$ cat config.mk
export PLATFORM = sky130hd
export DESIGN_NAME = fpc_top
export DESIGN_NICKNAME = d
export VERILOG_FILES = /design/src/rtl/fpc_pkg.sv /design/src/rtl/fpc_ctl_if.sv /design/src/rtl/fpc_rate_clk.sv /design/src/rtl/fpc_perp_fmt.sv /design/src/rtl/fpc_top.sv
export SDC_FILE = /design/constraint.sdc
export NUM_CORES = 1
export LEC_CHECK = 0
export BUFFER_PORTS_ARGS = -buffer_cell sky130_fd_sc_hd__buf_2
export CAP_MARGIN = 25
export CORE_UTILIZATION = 60
export DETAILED_ROUTE_END_ITERATION = 16
export GPL_TIMING_DRIVEN = 0
export PLACE_DENSITY_LB_ADDON = 0.05
export SKIP_CTS_REPAIR_TIMING = 1
export SLEW_MARGIN = 10
export SYNTH_ARGS = -nofsm -noshare
export SYNTH_HDL_FRONTEND = slang
export SYNTH_SLANG_ARGS = --single-unit
$ cat constraint.sdc
create_clock -name clk_i -period 10 [get_ports clk_i]
set_input_delay 1 -clock clk_i [delete_from_list [all_inputs] [get_ports clk_i]]
set_output_delay 1 -clock clk_i [all_outputs]
set_load 0.05 [all_outputs]
$ cat src/rtl/fpc_pkg.sv
// Constants and register map for the floppy rate, power and perpendicular control block
package fpc_pkg;

  // ****************************************************************
  // Register map (index and byte address on the register bus)
  // ****************************************************************
  localparam int ADR_W = 12;
  localparam logic [9:0] IDX_DOR = 10'h002; // Drive output register index
  localparam logic [9:0] IDX_DSR = 10'h004; // Rate select and power (write), main state (read)
  localparam logic [9:0] IDX_DATA = 10'h005; // Data register index
  localparam logic [9:0] IDX_CFG = 10'h010; // Command configuration index
  localparam logic [9:0] IDX_STAT = 10'h011; // Block status index
  localparam logic [9:0] IDX_CCR = 10'h3f7; // Compatibility rate control index
  localparam logic [ADR_W-1:0] ADR_DOR = {IDX_DOR, 2'b00};
  localparam logic [ADR_W-1:0] ADR_DSR = {IDX_DSR, 2'b00};
  localparam logic [ADR_W-1:0] ADR_DATA = {IDX_DATA, 2'b00};
  localparam logic [ADR_W-1:0] ADR_CFG = {IDX_CFG, 2'b00};
  localparam logic [ADR_W-1:0] ADR_STAT = {IDX_STAT, 2'b00};
  localparam logic [ADR_W-1:0] ADR_CCR = {IDX_CCR, 2'b00};

  // ****************************************************************
  // Field positions and reset values
  // ****************************************************************
  localparam int DSR_RATE_LSB = 0;
  localparam int DSR_PRE_LSB = 2;
  localparam int DSR_LP_BIT = 6;
  localparam int DSR_RST_BIT = 7;
  localparam int DOR_NRST_BIT = 2;
  localparam int CFG_PERP_BIT = 0;
  localparam int CFG_AUTO_BIT = 1;
  localparam int CFG_MLP_BIT = 2;
  localparam int CFG_OSC_BIT = 3;
  localparam int CFG_TRK_LSB = 8;
  localparam int MSR_RQM_BIT = 7;
  localparam logic [7:0] DSR_RST_VAL = 8'h00;
  localparam logic [7:0] CCR_RST_VAL = 8'h00;
  localparam logic [7:0] DOR_RST_VAL = 8'h04;
  localparam logic [15:0] CFG_RST_VAL = 16'h0000;
  localparam logic [7:0] MSR_BUSY = 8'h00;

  // ****************************************************************
  // Rate encoding, operations, format figures
  // ****************************************************************
  localparam logic [1:0] RATE_500K = 2'b00;
  localparam logic [1:0] RATE_300K = 2'b01;
  localparam logic [1:0] RATE_250K = 2'b10;
  localparam logic [1:0] RATE_1M = 2'b11;
  localparam logic [1:0] OP_NONE = 2'b00;
  localparam logic [1:0] OP_READ = 2'b01;
  localparam logic [1:0] OP_WRITE = 2'b10;
  localparam logic [1:0] OP_FORMAT = 2'b11;
  localparam logic [7:0] LEAD_1M = 8'h26; // 38 bytes
  localparam logic [7:0] LEAD_500K = 8'h13; // 19 bytes
  localparam logic [7:0] LEAD_STD = 8'h00;
  localparam logic [7:0] GAP_STD = 8'h16; // 22 bytes
  localparam logic [7:0] GAP_PERP = 8'h29; // 41 bytes

  // ****************************************************************
  // Timing
  // ****************************************************************
  localparam int CLK_NS = 4;
  localparam int BIT_NS_1M = 1000;
  localparam int BIT_NS_500K = 2000;
  localparam int BIT_NS_300K = 3333;
  localparam int BIT_NS_250K = 4000;
  localparam int SETUP_NS = 2500;
  localparam int SETUP_CYC = SETUP_NS / CLK_NS;
  localparam int AUTO_LP_MS = 500;
  localparam int AUTO_LP_CYC = AUTO_LP_MS * 1000000 / CLK_NS;
  localparam int WAKE_MS = 2;
  localparam int WAKE_CYC = WAKE_MS * 1000000 / CLK_NS;

  // Power sequencer states
  typedef enum logic [1:0] {PWR_SETUP, PWR_RUN, PWR_LOW, PWR_WAKE} fpc_pwr_e;

endpackage : fpc_pkg

$ cat src/rtl/fpc_ctl_if.sv
// Internal carrier between the control top and its rate and format helpers
`timescale 1ns/1ps
interface fpc_ctl_if;
  logic [1:0] rate; // Effective data rate code
  logic core_en; // Controller clock running
  logic perp; // Perpendicular mode on
  logic [1:0] op; // Current operation
  logic [7:0] bytes_to_pre; // Bytes before the data preamble
  logic me_tick; // Microengine clock enable
  logic sep_tick; // Data separator clock enable
  logic write_gate; // Write gate
  logic pre_erase; // Pre-erase active
  logic [7:0] post_id_gap; // Gap after the ID field
  modport rate_mp (input rate, input core_en, output me_tick, output sep_tick);
  modport fmt_mp (input rate, input perp, input op, input bytes_to_pre,
    output write_gate, output pre_erase, output post_id_gap);
endinterface : fpc_ctl_if

$ cat src/rtl/fpc_rate_clk.sv
// Rate-scaled clock enables for the microengine and data separator
`timescale 1ns/1ps
module fpc_rate_clk
  import fpc_pkg::*;
(
  // Clock, reset, enable
  input wire logic clk_i,
  input wire logic rst_i,
  input wire logic ce_i,
  // Carrier
  fpc_ctl_if.rate_mp ctl
);
  logic [31:0] div_q; // Cycle counter within one bit cell
  logic [1:0] rate_q; // Rate seen last cycle
  logic [31:0] period; // Cycles per bit cell at the chosen rate
  logic [31:0] half; // Mid-cell point for the separator

  // Bit cell length per rate
  assign period = (ctl.rate == RATE_1M) ? 32'(BIT_NS_1M / CLK_NS) :
                  (ctl.rate == RATE_500K) ? 32'(BIT_NS_500K / CLK_NS) :
                  (ctl.rate == RATE_300K) ? 32'(BIT_NS_300K / CLK_NS) :
                  32'(BIT_NS_250K / CLK_NS);
  assign half = {1'b0, period[31:1]};
  assign ctl.me_tick = ctl.core_en && (div_q == 32'h0);
  assign ctl.sep_tick = ctl.core_en && ((div_q == 32'h0) || (div_q == half));

  // Divider restarts on a rate change so the new cell length takes hold at once
  always_ff @(posedge clk_i)
  begin
    if (rst_i)
    begin
      div_q <= 32'h0;
      rate_q <= RATE_500K;
    end
    else if (ce_i)
    begin
      rate_q <= ctl.rate;
      if ((rate_q != ctl.rate) || !ctl.core_en || (div_q >= period - 32'h1))
        div_q <= 32'h0;
      else
        div_q <= div_q + 32'h1;
    end
  end
endmodule : fpc_rate_clk

$ cat src/rtl/fpc_perp_fmt.sv
// Perpendicular write gate lead, pre-erase and post-ID gap selection
`timescale 1ns/1ps
module fpc_perp_fmt
  import fpc_pkg::*;
(
  // Clock, reset, enable
  input wire logic clk_i,
  input wire logic rst_i,
  input wire logic ce_i,
  // Carrier
  fpc_ctl_if.fmt_mp ctl
);
  logic [7:0] lead; // Write gate lead in bytes
  logic wr_op; // Disk write operation under way
  logic wg_q; // Write gate flop
  logic pe_q; // Pre-erase flop
  logic [7:0] gap_q; // Gap flop

  // lead per rate in perpendicular mode
  assign lead = !ctl.perp ? LEAD_STD : (ctl.rate == RATE_1M) ? LEAD_1M : LEAD_500K;
  assign wr_op = (ctl.op == OP_WRITE) || (ctl.op == OP_FORMAT);
  assign ctl.write_gate = wg_q;
  assign ctl.pre_erase = pe_q;
  assign ctl.post_id_gap = gap_q;

  // Registered format outputs
  always_ff @(posedge clk_i)
  begin
    if (rst_i)
    begin
      wg_q <= 1'b0;
      pe_q <= 1'b0;
      gap_q <= GAP_STD;
    end
    else if (ce_i)
    begin
      wg_q <= wr_op && (ctl.bytes_to_pre <= lead);
      pe_q <= wr_op && ctl.perp && (ctl.bytes_to_pre <= lead);
      gap_q <= (ctl.perp && (ctl.rate == RATE_1M)) ? GAP_PERP : GAP_STD;
    end
  end
endmodule : fpc_perp_fmt

$ cat src/rtl/fpc_top.sv
// Data rate, low power and perpendicular control top with Wishbone registers
//
// Summary of operation
// - Perpendicular write gate leads by 38/19 bytes
// - Pre-erase only on format and write
// - Perpendicular 1 Mb/s gap is 41 bytes
// - Perpendicular mode bit adjusts all rates
// - Compatibility rate register takes low two bits
// - Rate select register low bits, same coding
// - Last written rate register wins
// - Rate change rescales engine and separator clocks
// - Rate indicator pins follow last rate
// - Default precompensation, changeable by rate select
// - Precompensation start track defaults to zero
// - Low power stops clock, oscillator if option
// - Power-down clears host transfer request
// - Rate select bit 6 enters low power
// - Manual low power is OR of sources
// - Auto low power after 500 ms idle
// - Software reset wakes from power-down
// - Data or state register access wakes
// - Transfer request held low until stable
// - Rate and output registers survive power-down
// - Master reset restores all defaults
// - Rate select reset self-clears, output holds
// - State register 00 then 80 within 2.5 us
`timescale 1ns/1ps
module fpc_top
  import fpc_pkg::*;
#(
  parameter int AUTO_LP_CYCLES = AUTO_LP_CYC, // Idle time before auto low power
  parameter int WAKE_CYCLES = WAKE_CYC, // Oscillator settle time after wake
  parameter int SETUP_CYCLES = SETUP_CYC, // Internal setup after reset
  parameter logic [2:0] PRECOMP_DEFAULT = 3'h0 // Default precompensation select
)
(
  // Clock, reset, enable
  input wire logic clk_i,
  input wire logic rst_i,
  input wire logic ce_i,
  // Wishbone slave
  input wire logic wb_cyc_i,
  input wire logic wb_stb_i,
  input wire logic wb_we_i,
  input wire logic [ADR_W-1:0] wb_adr_i,
  input wire logic [3:0] wb_sel_i,
  input wire logic [31:0] wb_dat_i,
  output logic [31:0] wb_dat_o,
  output logic wb_ack_o,
  // Controller core side
  input wire logic ctrl_idle_i,
  input wire logic [6:0] core_msr_i,
  input wire logic [7:0] core_data_i,
  input wire logic [1:0] op_i,
  input wire logic [7:0] bytes_to_preamble_i,
  output logic [7:0] cmd_byte_o,
  output logic cmd_strobe_o,
  output logic core_reset_o,
  output logic core_clk_en_o,
  output logic osc_en_o,
  output logic me_tick_o,
  output logic sep_tick_o,
  output logic perp_mode_o,
  output logic [2:0] precomp_sel_o,
  output logic [7:0] precomp_start_track_o,
  output logic [7:0] drive_output_o,
  output logic low_power_o,
  // Drive side
  output logic write_gate_o,
  output logic pre_erase_o,
  output logic [7:0] post_id_gap_o,
  output logic rate_indicator_out0_o,
  output logic rate_indicator_out1_o
);

  // ****************************************************************
  // Declarations
  // ****************************************************************
  fpc_ctl_if ctl (); // Carrier to the helpers
  logic ack_q; // Bus answer
  logic [31:0] rdat_q; // Registered read data
  logic [7:0] dsr_q; // Rate select and power register
  logic [7:0] ccr_q; // Compatibility rate register
  logic [7:0] dor_q; // Drive output register
  logic [15:0] cfg_q; // Mode, perpendicular and configure settings
  logic [1:0] rate_q; // Effective rate
  logic [7:0] cmd_q; // Last byte written to the data register
  logic cmd_stb_q; // One-cycle command byte strobe
  fpc_pwr_e pwr_q; // Power sequencer state
  fpc_pwr_e pwr_d; // Next power state
  logic [31:0] cnt_q; // Setup, wake and idle counter
  logic [31:0] cnt_d; // Next counter value
  logic osc_off_q; // Oscillator was stopped in this power-down
  logic mlp_q; // Manual request seen last cycle

  // ****************************************************************
  // Bus decode
  // ****************************************************************
  wire req = wb_cyc_i && wb_stb_i;
  // Access completes on the edge where the answer is seen high
  wire acc = req && ack_q;
  wire wr = acc && wb_we_i;
  wire rd = acc && !wb_we_i;
  wire sel_dsr = (wb_adr_i == ADR_DSR);
  wire sel_ccr = (wb_adr_i == ADR_CCR);
  wire sel_dor = (wb_adr_i == ADR_DOR);
  wire sel_data = (wb_adr_i == ADR_DATA);
  wire sel_cfg = (wb_adr_i == ADR_CFG);
  wire sel_stat = (wb_adr_i == ADR_STAT);
  wire wr_dsr = wr && sel_dsr && wb_sel_i[0];
  wire wr_ccr = wr && sel_ccr && wb_sel_i[0];
  wire wr_dor = wr && sel_dor && wb_sel_i[0];
  wire wr_data = wr && sel_data && wb_sel_i[0];
  wire wr_cfg0 = wr && sel_cfg && wb_sel_i[0];
  wire wr_cfg1 = wr && sel_cfg && wb_sel_i[1];

  // ****************************************************************
  // Power and reset terms
  // ****************************************************************
  // rate select reset is a pulse
  wire sw_rst_dsr = wr_dsr && wb_dat_i[DSR_RST_BIT];
  // output register reset is a level
  wire sw_rst_dor = !dor_q[DOR_NRST_BIT];
  wire sw_rst = sw_rst_dsr || sw_rst_dor;
  wire mlp_req = dsr_q[DSR_LP_BIT] || cfg_q[CFG_MLP_BIT];
  // Entry on the rising request so a wake is not undone by a standing level
  wire mlp_rise = mlp_req && !mlp_q;
  wire access_wake = acc && (sel_data || (sel_dsr && !wb_we_i));
  wire in_low = (pwr_q == PWR_LOW);
  wire ready = (pwr_q == PWR_RUN);
  wire [7:0] main_state_register = ready ? {1'b1, core_msr_i} : MSR_BUSY;
  wire [31:0] stat = {16'h0, 3'h0, osc_off_q, ready, in_low, rate_q, dsr_q};
  wire [31:0] rmux = sel_dsr ? {24'h0, main_state_register} :
                     sel_ccr ? {24'h0, ccr_q} :
                     sel_dor ? {24'h0, dor_q} :
                     sel_data ? {24'h0, core_data_i} :
                     sel_cfg ? {16'h0, cfg_q} :
                     sel_stat ? stat : 32'h0;

  // ****************************************************************
  // Bus answer and read data
  // ****************************************************************
  // Answer one cycle after the request, drop the cycle after
  always_ff @(posedge clk_i)
  begin
    if (rst_i)
    begin
      ack_q <= 1'b0;
      rdat_q <= 32'h0;
    end
    else if (ce_i)
    begin
      ack_q <= req && !ack_q;
      if (req && !ack_q)
        rdat_q <= rmux;
    end
  end

  // ****************************************************************
  // Host registers
  // ****************************************************************
  // Rate select register; low power bit cleared when the block wakes
  always_ff @(posedge clk_i)
  begin
    if (rst_i)
      dsr_q <= DSR_RST_VAL;
    else if (ce_i)
    begin
      if (wr_dsr)
        dsr_q <= {1'b0, wb_dat_i[6:0]};
      else if (pwr_q == PWR_WAKE)
        dsr_q[DSR_LP_BIT] <= 1'b0;
    end
  end

  // Compatibility rate and drive output registers
  // no power-state term here
  always_ff @(posedge clk_i)
  begin
    if (rst_i)
    begin
      ccr_q <= CCR_RST_VAL;
      dor_q <= DOR_RST_VAL;
    end
    else if (ce_i)
    begin
      // only the low two bits act
      if (wr_ccr)
        ccr_q <= {6'h0, wb_dat_i[1:0]};
      if (wr_dor)
        dor_q <= wb_dat_i[7:0];
    end
  end

  // Effective rate follows whichever rate register was written last
  always_ff @(posedge clk_i)
  begin
    if (rst_i)
      rate_q <= RATE_500K;
    else if (ce_i)
    begin
      if (wr_dsr)
        rate_q <= wb_dat_i[DSR_RATE_LSB +: 2];
      else if (wr_ccr)
        rate_q <= wb_dat_i[1:0];
    end
  end

  // Mode, perpendicular and configure settings; a soft reset clears them
  always_ff @(posedge clk_i)
  begin
    if (rst_i)
      cfg_q <= CFG_RST_VAL;
    else if (ce_i)
    begin
      if (sw_rst)
        cfg_q <= CFG_RST_VAL;
      else
      begin
        if (wr_cfg0)
          cfg_q[7:0] <= wb_dat_i[7:0];
        if (wr_cfg1)
          cfg_q[15:8] <= wb_dat_i[15:8];
      end
    end
  end

  // Command byte strobe toward the microengine
  always_ff @(posedge clk_i)
  begin
    if (rst_i)
    begin
      cmd_q <= 8'h00;
      cmd_stb_q <= 1'b0;
    end
    else if (ce_i)
    begin
      cmd_stb_q <= wr_data && ready;
      if (wr_data)
        cmd_q <= wb_dat_i[7:0];
    end
  end

  // ****************************************************************
  // Power sequencer
  // ****************************************************************
  // Next state: setup after reset, run, low power, settle after wake
  always_comb
  begin
    pwr_d = pwr_q;
    cnt_d = cnt_q;
    case (pwr_q)
      PWR_SETUP:
      begin
        if (cnt_q >= 32'(SETUP_CYCLES - 1))
        begin
          pwr_d = PWR_RUN;
          cnt_d = 32'h0;
        end
        else
          cnt_d = cnt_q + 32'h1;
      end
      PWR_RUN:
      begin
        // idle time counted only when enabled
        if (!cfg_q[CFG_AUTO_BIT] || !ctrl_idle_i)
          cnt_d = 32'h0;
        else
          cnt_d = cnt_q + 32'h1;
        if (mlp_rise || (cnt_d >= 32'(AUTO_LP_CYCLES)))
        begin
          pwr_d = PWR_LOW;
          cnt_d = 32'h0;
        end
      end
      PWR_LOW:
      begin
        if (access_wake)
          pwr_d = PWR_WAKE;
        cnt_d = 32'h0;
      end
      PWR_WAKE:
      begin
        if (cnt_q >= 32'(osc_off_q ? WAKE_CYCLES - 1 : SETUP_CYCLES - 1))
        begin
          pwr_d = PWR_RUN;
          cnt_d = 32'h0;
        end
        else
          cnt_d = cnt_q + 32'h1;
      end
      default:
      begin
        pwr_d = PWR_SETUP;
        cnt_d = 32'h0;
      end
    endcase
  end

  // State flops; a soft reset restarts setup from any state
  always_ff @(posedge clk_i)
  begin
    if (rst_i)
    begin
      pwr_q <= PWR_SETUP;
      cnt_q <= 32'h0;
      mlp_q <= 1'b0;
    end
    else if (ce_i)
    begin
      mlp_q <= mlp_req;
      if (sw_rst)
      begin
        pwr_q <= PWR_SETUP;
        cnt_q <= 32'h0;
      end
      else
      begin
        pwr_q <= pwr_d;
        cnt_q <= cnt_d;
      end
    end
  end

  // Oscillator stop decision latched on entry
  always_ff @(posedge clk_i)
  begin
    if (rst_i)
      osc_off_q <= 1'b0;
    else if (ce_i)
    begin
      if ((pwr_q == PWR_RUN) && (pwr_d == PWR_LOW))
        osc_off_q <= cfg_q[CFG_OSC_BIT];
      else if (pwr_q == PWR_SETUP)
        osc_off_q <= 1'b0;
    end
  end

  // ****************************************************************
  // Helpers and outputs
  // ****************************************************************
  assign ctl.rate = rate_q;
  // controller clock off in low power
  assign ctl.core_en = !in_low;
  assign ctl.perp = cfg_q[CFG_PERP_BIT];
  assign ctl.op = op_i;
  assign ctl.bytes_to_pre = bytes_to_preamble_i;

  // Bit-cell clock enables
  fpc_rate_clk u_rate_clk (
    .clk_i (clk_i),
    .rst_i (rst_i),
    .ce_i (ce_i),
    .ctl (ctl.rate_mp)
  );

  // Write gate and gap logic
  fpc_perp_fmt u_perp_fmt (
    .clk_i (clk_i),
    .rst_i (rst_i),
    .ce_i (ce_i),
    .ctl (ctl.fmt_mp)
  );

  assign wb_ack_o = ack_q;
  assign wb_dat_o = rdat_q;
  assign cmd_byte_o = cmd_q;
  assign cmd_strobe_o = cmd_stb_q;
  assign core_reset_o = sw_rst || (pwr_q == PWR_SETUP);
  assign core_clk_en_o = ctl.core_en;
  assign osc_en_o = !(in_low && osc_off_q);
  assign me_tick_o = ctl.me_tick;
  assign sep_tick_o = ctl.sep_tick;
  assign perp_mode_o = cfg_q[CFG_PERP_BIT];
  assign precomp_sel_o = (dsr_q[DSR_PRE_LSB +: 3] == 3'h0) ? PRECOMP_DEFAULT
                                                           : dsr_q[DSR_PRE_LSB +: 3];
  assign precomp_start_track_o = cfg_q[CFG_TRK_LSB +: 8];
  // Motors and selects stay as software left them
  assign drive_output_o = dor_q;
  assign low_power_o = in_low;
  assign write_gate_o = ctl.write_gate;
  assign pre_erase_o = ctl.pre_erase;
  assign post_id_gap_o = ctl.post_id_gap;
  assign rate_indicator_out0_o = rate_q[0];
  assign rate_indicator_out1_o = rate_q[1];

endmodule : fpc_top

==> flow_summary.yaml <==
status:
  status: "finished, final reports clean"
route:
  viasPerCell: 5.83
  wl_met2_um: 9650
  drcViolationCount: 0
  detail-route-antenna-nets: 0
  drt-met1-wl_um: 9760
  route.met3.wl_um: 1830
  dr.pass1.iters: 7
  via_count: 7756
  maxUsedRoutingLayer: "met4"
  wl_per_cell_um: 16.2
  drt_iter0_drc: 669
  totalWireLength_um: 21600
setup_path:
  crit_path_end_kind: "output pin"
  crit_type: "in -> out"
  start_kind: "primary input"
  cp.arrival_ns: 2.94
  path_max_fanout: 5
  critical_path_required_ns: 9.00
  reg2reg_slack_ns: 6.21
yosys:
  async_flop_share_pct: 0
  yosysMostFrequentCell: "nor2_1"
  synth.ff_latch_count: 135
  synth_top_cell_area_share_pct: 34.6
  syn_avg_cell_area_um2: 7.92
  yosysUniqueCellTypes: 68
  synthXorXnorAreaFrac_pct: 5.15
  syn-cell-area_um2: 7820
  synthCells: 987
  synth-compound-area-share_pct: 15.8
  synth_top_family_by_area: "simple AND/OR/NAND/NOR gates"
  synthFlopType: "dfxtp_1"
  muxShareOfSynthArea_pct: 4.82
  synth-adder-area-share_pct: 5.92
  ys_seq_area_share_pct: 34.6
  synthTopCellsByArea: "dfxtp_1 35%, nor2_1 6.8%, ha_1 5.9%"
  synth_common_cells: "142 x nor2_1, 135 x dfxtp_1, 100 x nand2_1"
  synthSimpleGateAreaFrac_pct: 26.6
  yosysTopAreaCell: "dfxtp_1"
  yosys_warnings: 0
  synth_edf_count: 0
floorplan:
  fp.coreArea_um2: 12700
  die_x_um: 116
  initial_core_util_pct: 61.7
  row_count: 41
  num_io_pins: 160
  dieArea_um2: 13500
  die_h_um: 116
clocking:
  cts_max_path_buffers: 2
  cts_num_sinks: 135
  clkTransAtPathRegs_ns: 0.06
  worstSkewPairLatency_ns: 0.43
  cts-root-buf: "clkbuf_16"
  cts_tree: "yes"
  ctsHtreeMaxLevel: 4
  cts-buffers-inserted: 17
layout:
  final_net_count: 1262
  drive_above_1_share_pct: 18.2
  synthToLayoutAreaGrowth_pct: 19.0
  antenna_cells: 0
  multi_input_area_um2: 4630
  fillers: 1050
  register_area_um2: 2700
timing:
  maxSlewHeadroom_pct: 39.7
  hold_violations: 0
  fin_crit_ns: 3.94
  post-route-period-util_pct: 39.4
  clock_skew_ns: 0.00939
  rsz0062_at_grt: "no"
  fmaxAchievable_mhz: 254
  tightestPinTransition_ns: 0.901
  tns_ns: 0
  maxSlewViolCount: 0
  finalSetupViolCount: 0
power_and_ir_drop:
  ir_worst_vdd_mv: 0.125
  power_density_nw_per_um2: 136
  power_uw: 1260
  power_leakage_uw: 0.00389
global_route:
  globalRouteTotalUtil_pct: 32.5
  grt_max_degree: 17
  grt_first_pass_wirelength_um: 33900
  grt-ovfl-total: 0
  grt_pass1_vias: 6767
  grt_antenna_before_repair: 0
worst_hold_path:
  hold_path.class: "reg -> reg"
placed_design:
  hpwl_um: 15500
  gp_congestion: 0.925
  portBuffers: 119
flow_run:
  maxCapViolCount: 0
[layout by cell type, fill, tap and decap left out, types with 19 or more instances in the layout]
cell	synthesis	layout
a21oi_1	58	58
a22oi_1	23	23
buf_2	7	128
buf_4	32	32
clkbuf_1	36	36
conb_1	1	19
dfxtp_1	135	135
ha_1	37	37
inv_1	31	31
mux2i_1	35	35
nand2_1	100	100
nand3_1	45	45
nand4_1	20	20
nor2_1	142	142
nor3_1	27	27
nor4_1	24	23
o21ai_0	24	24
xnor2_1	26	26
xor2_1	20	20
[state kept, by name, summed over array words and instances, names as in the netlist, 7 cells and up]
| signal | flops |
|---|---|
| cmd_byte_o | 8 |
| cnt_q | 32 |
| wb_dat_o | 16 |
| dsr_q | 7 |
| u_rate_clk.div_q | 32 |
| drive_output_o | 8 |
| cfg_q | 16 |
[area by class of cell]
cell class,instances,area share (%)
Buffer,79,4.65
Clock buffer,18,4.72
Clock inverter,14,1.61
Inverter,32,1.29
Multi-Input combinational cell,759,49.8
Sequential cell,135,29.1
Tap cell,172,2.31
Timing Repair Buffer,121,6.51
[per-layer routing]
| layer | vias to the layer above | track usage [%] |
|---|---|---|
| met1 | 3602 | 44.9 |
| met3 | 30 | 6.49 |
| li1 | 3775 | - |
| met2 | 349 | 51.4 |
| met5 | - | 0 |
| met4 | 0 | 9.83 |
[where the power goes]
part,internal (µW),switching [µW]
clock,374,249
combinational,29.6,65.1
sequential,541,3.97
total,945,318
[worst max-delay path, cell delays in order]
cell      delay, ns
buf_2          0.10
nor4_1         0.27
nand2_1        0.16
or4_1          0.53
clkbuf_1       0.17
o21a_1         0.27
nand2_1        0.15
buf_2          0.28
[final timing paths]
kind	depth (start not counted)	end	startpoint
hold reg to reg	2	wb_dat_o[13]	wb_dat_o[13]
setup reg to reg	11	cnt_q[7]	osc_off_q
setup / recovery	8	core_reset_o	wb_adr_i[9]
hold / removal	2	wb_dat_o[13]	wb_dat_o[13]
[metrics by stage]
stage,utilization [%],hold slack (ns),worst slack [ns],std cells,area (µm²)
after CTS,73.4,0.456,6.09,1329,9300
after global placement,68.6,0.436,6.05,1296,8690
after detailed placement,68.7,0.447,6.10,1297,8710
final,73.4,0.452,6.06,1330,9300
after floorplan,-,0.460,6.43,1005,7880
after global routing,73.4,0.471,5.96,1330,9300
[logic make-up (layout without fill, tap and decap cells)]
logic type	after synthesis	in the layout
compound gates	187	187
xor+xnor	46	46
fa+ha+maj	37	37
buf+inv	111	264
flops	135	135
mux	37	37
other cells	1	19
simple gates	433	433
Note: power is estimated with default switching activity, not from simulation.
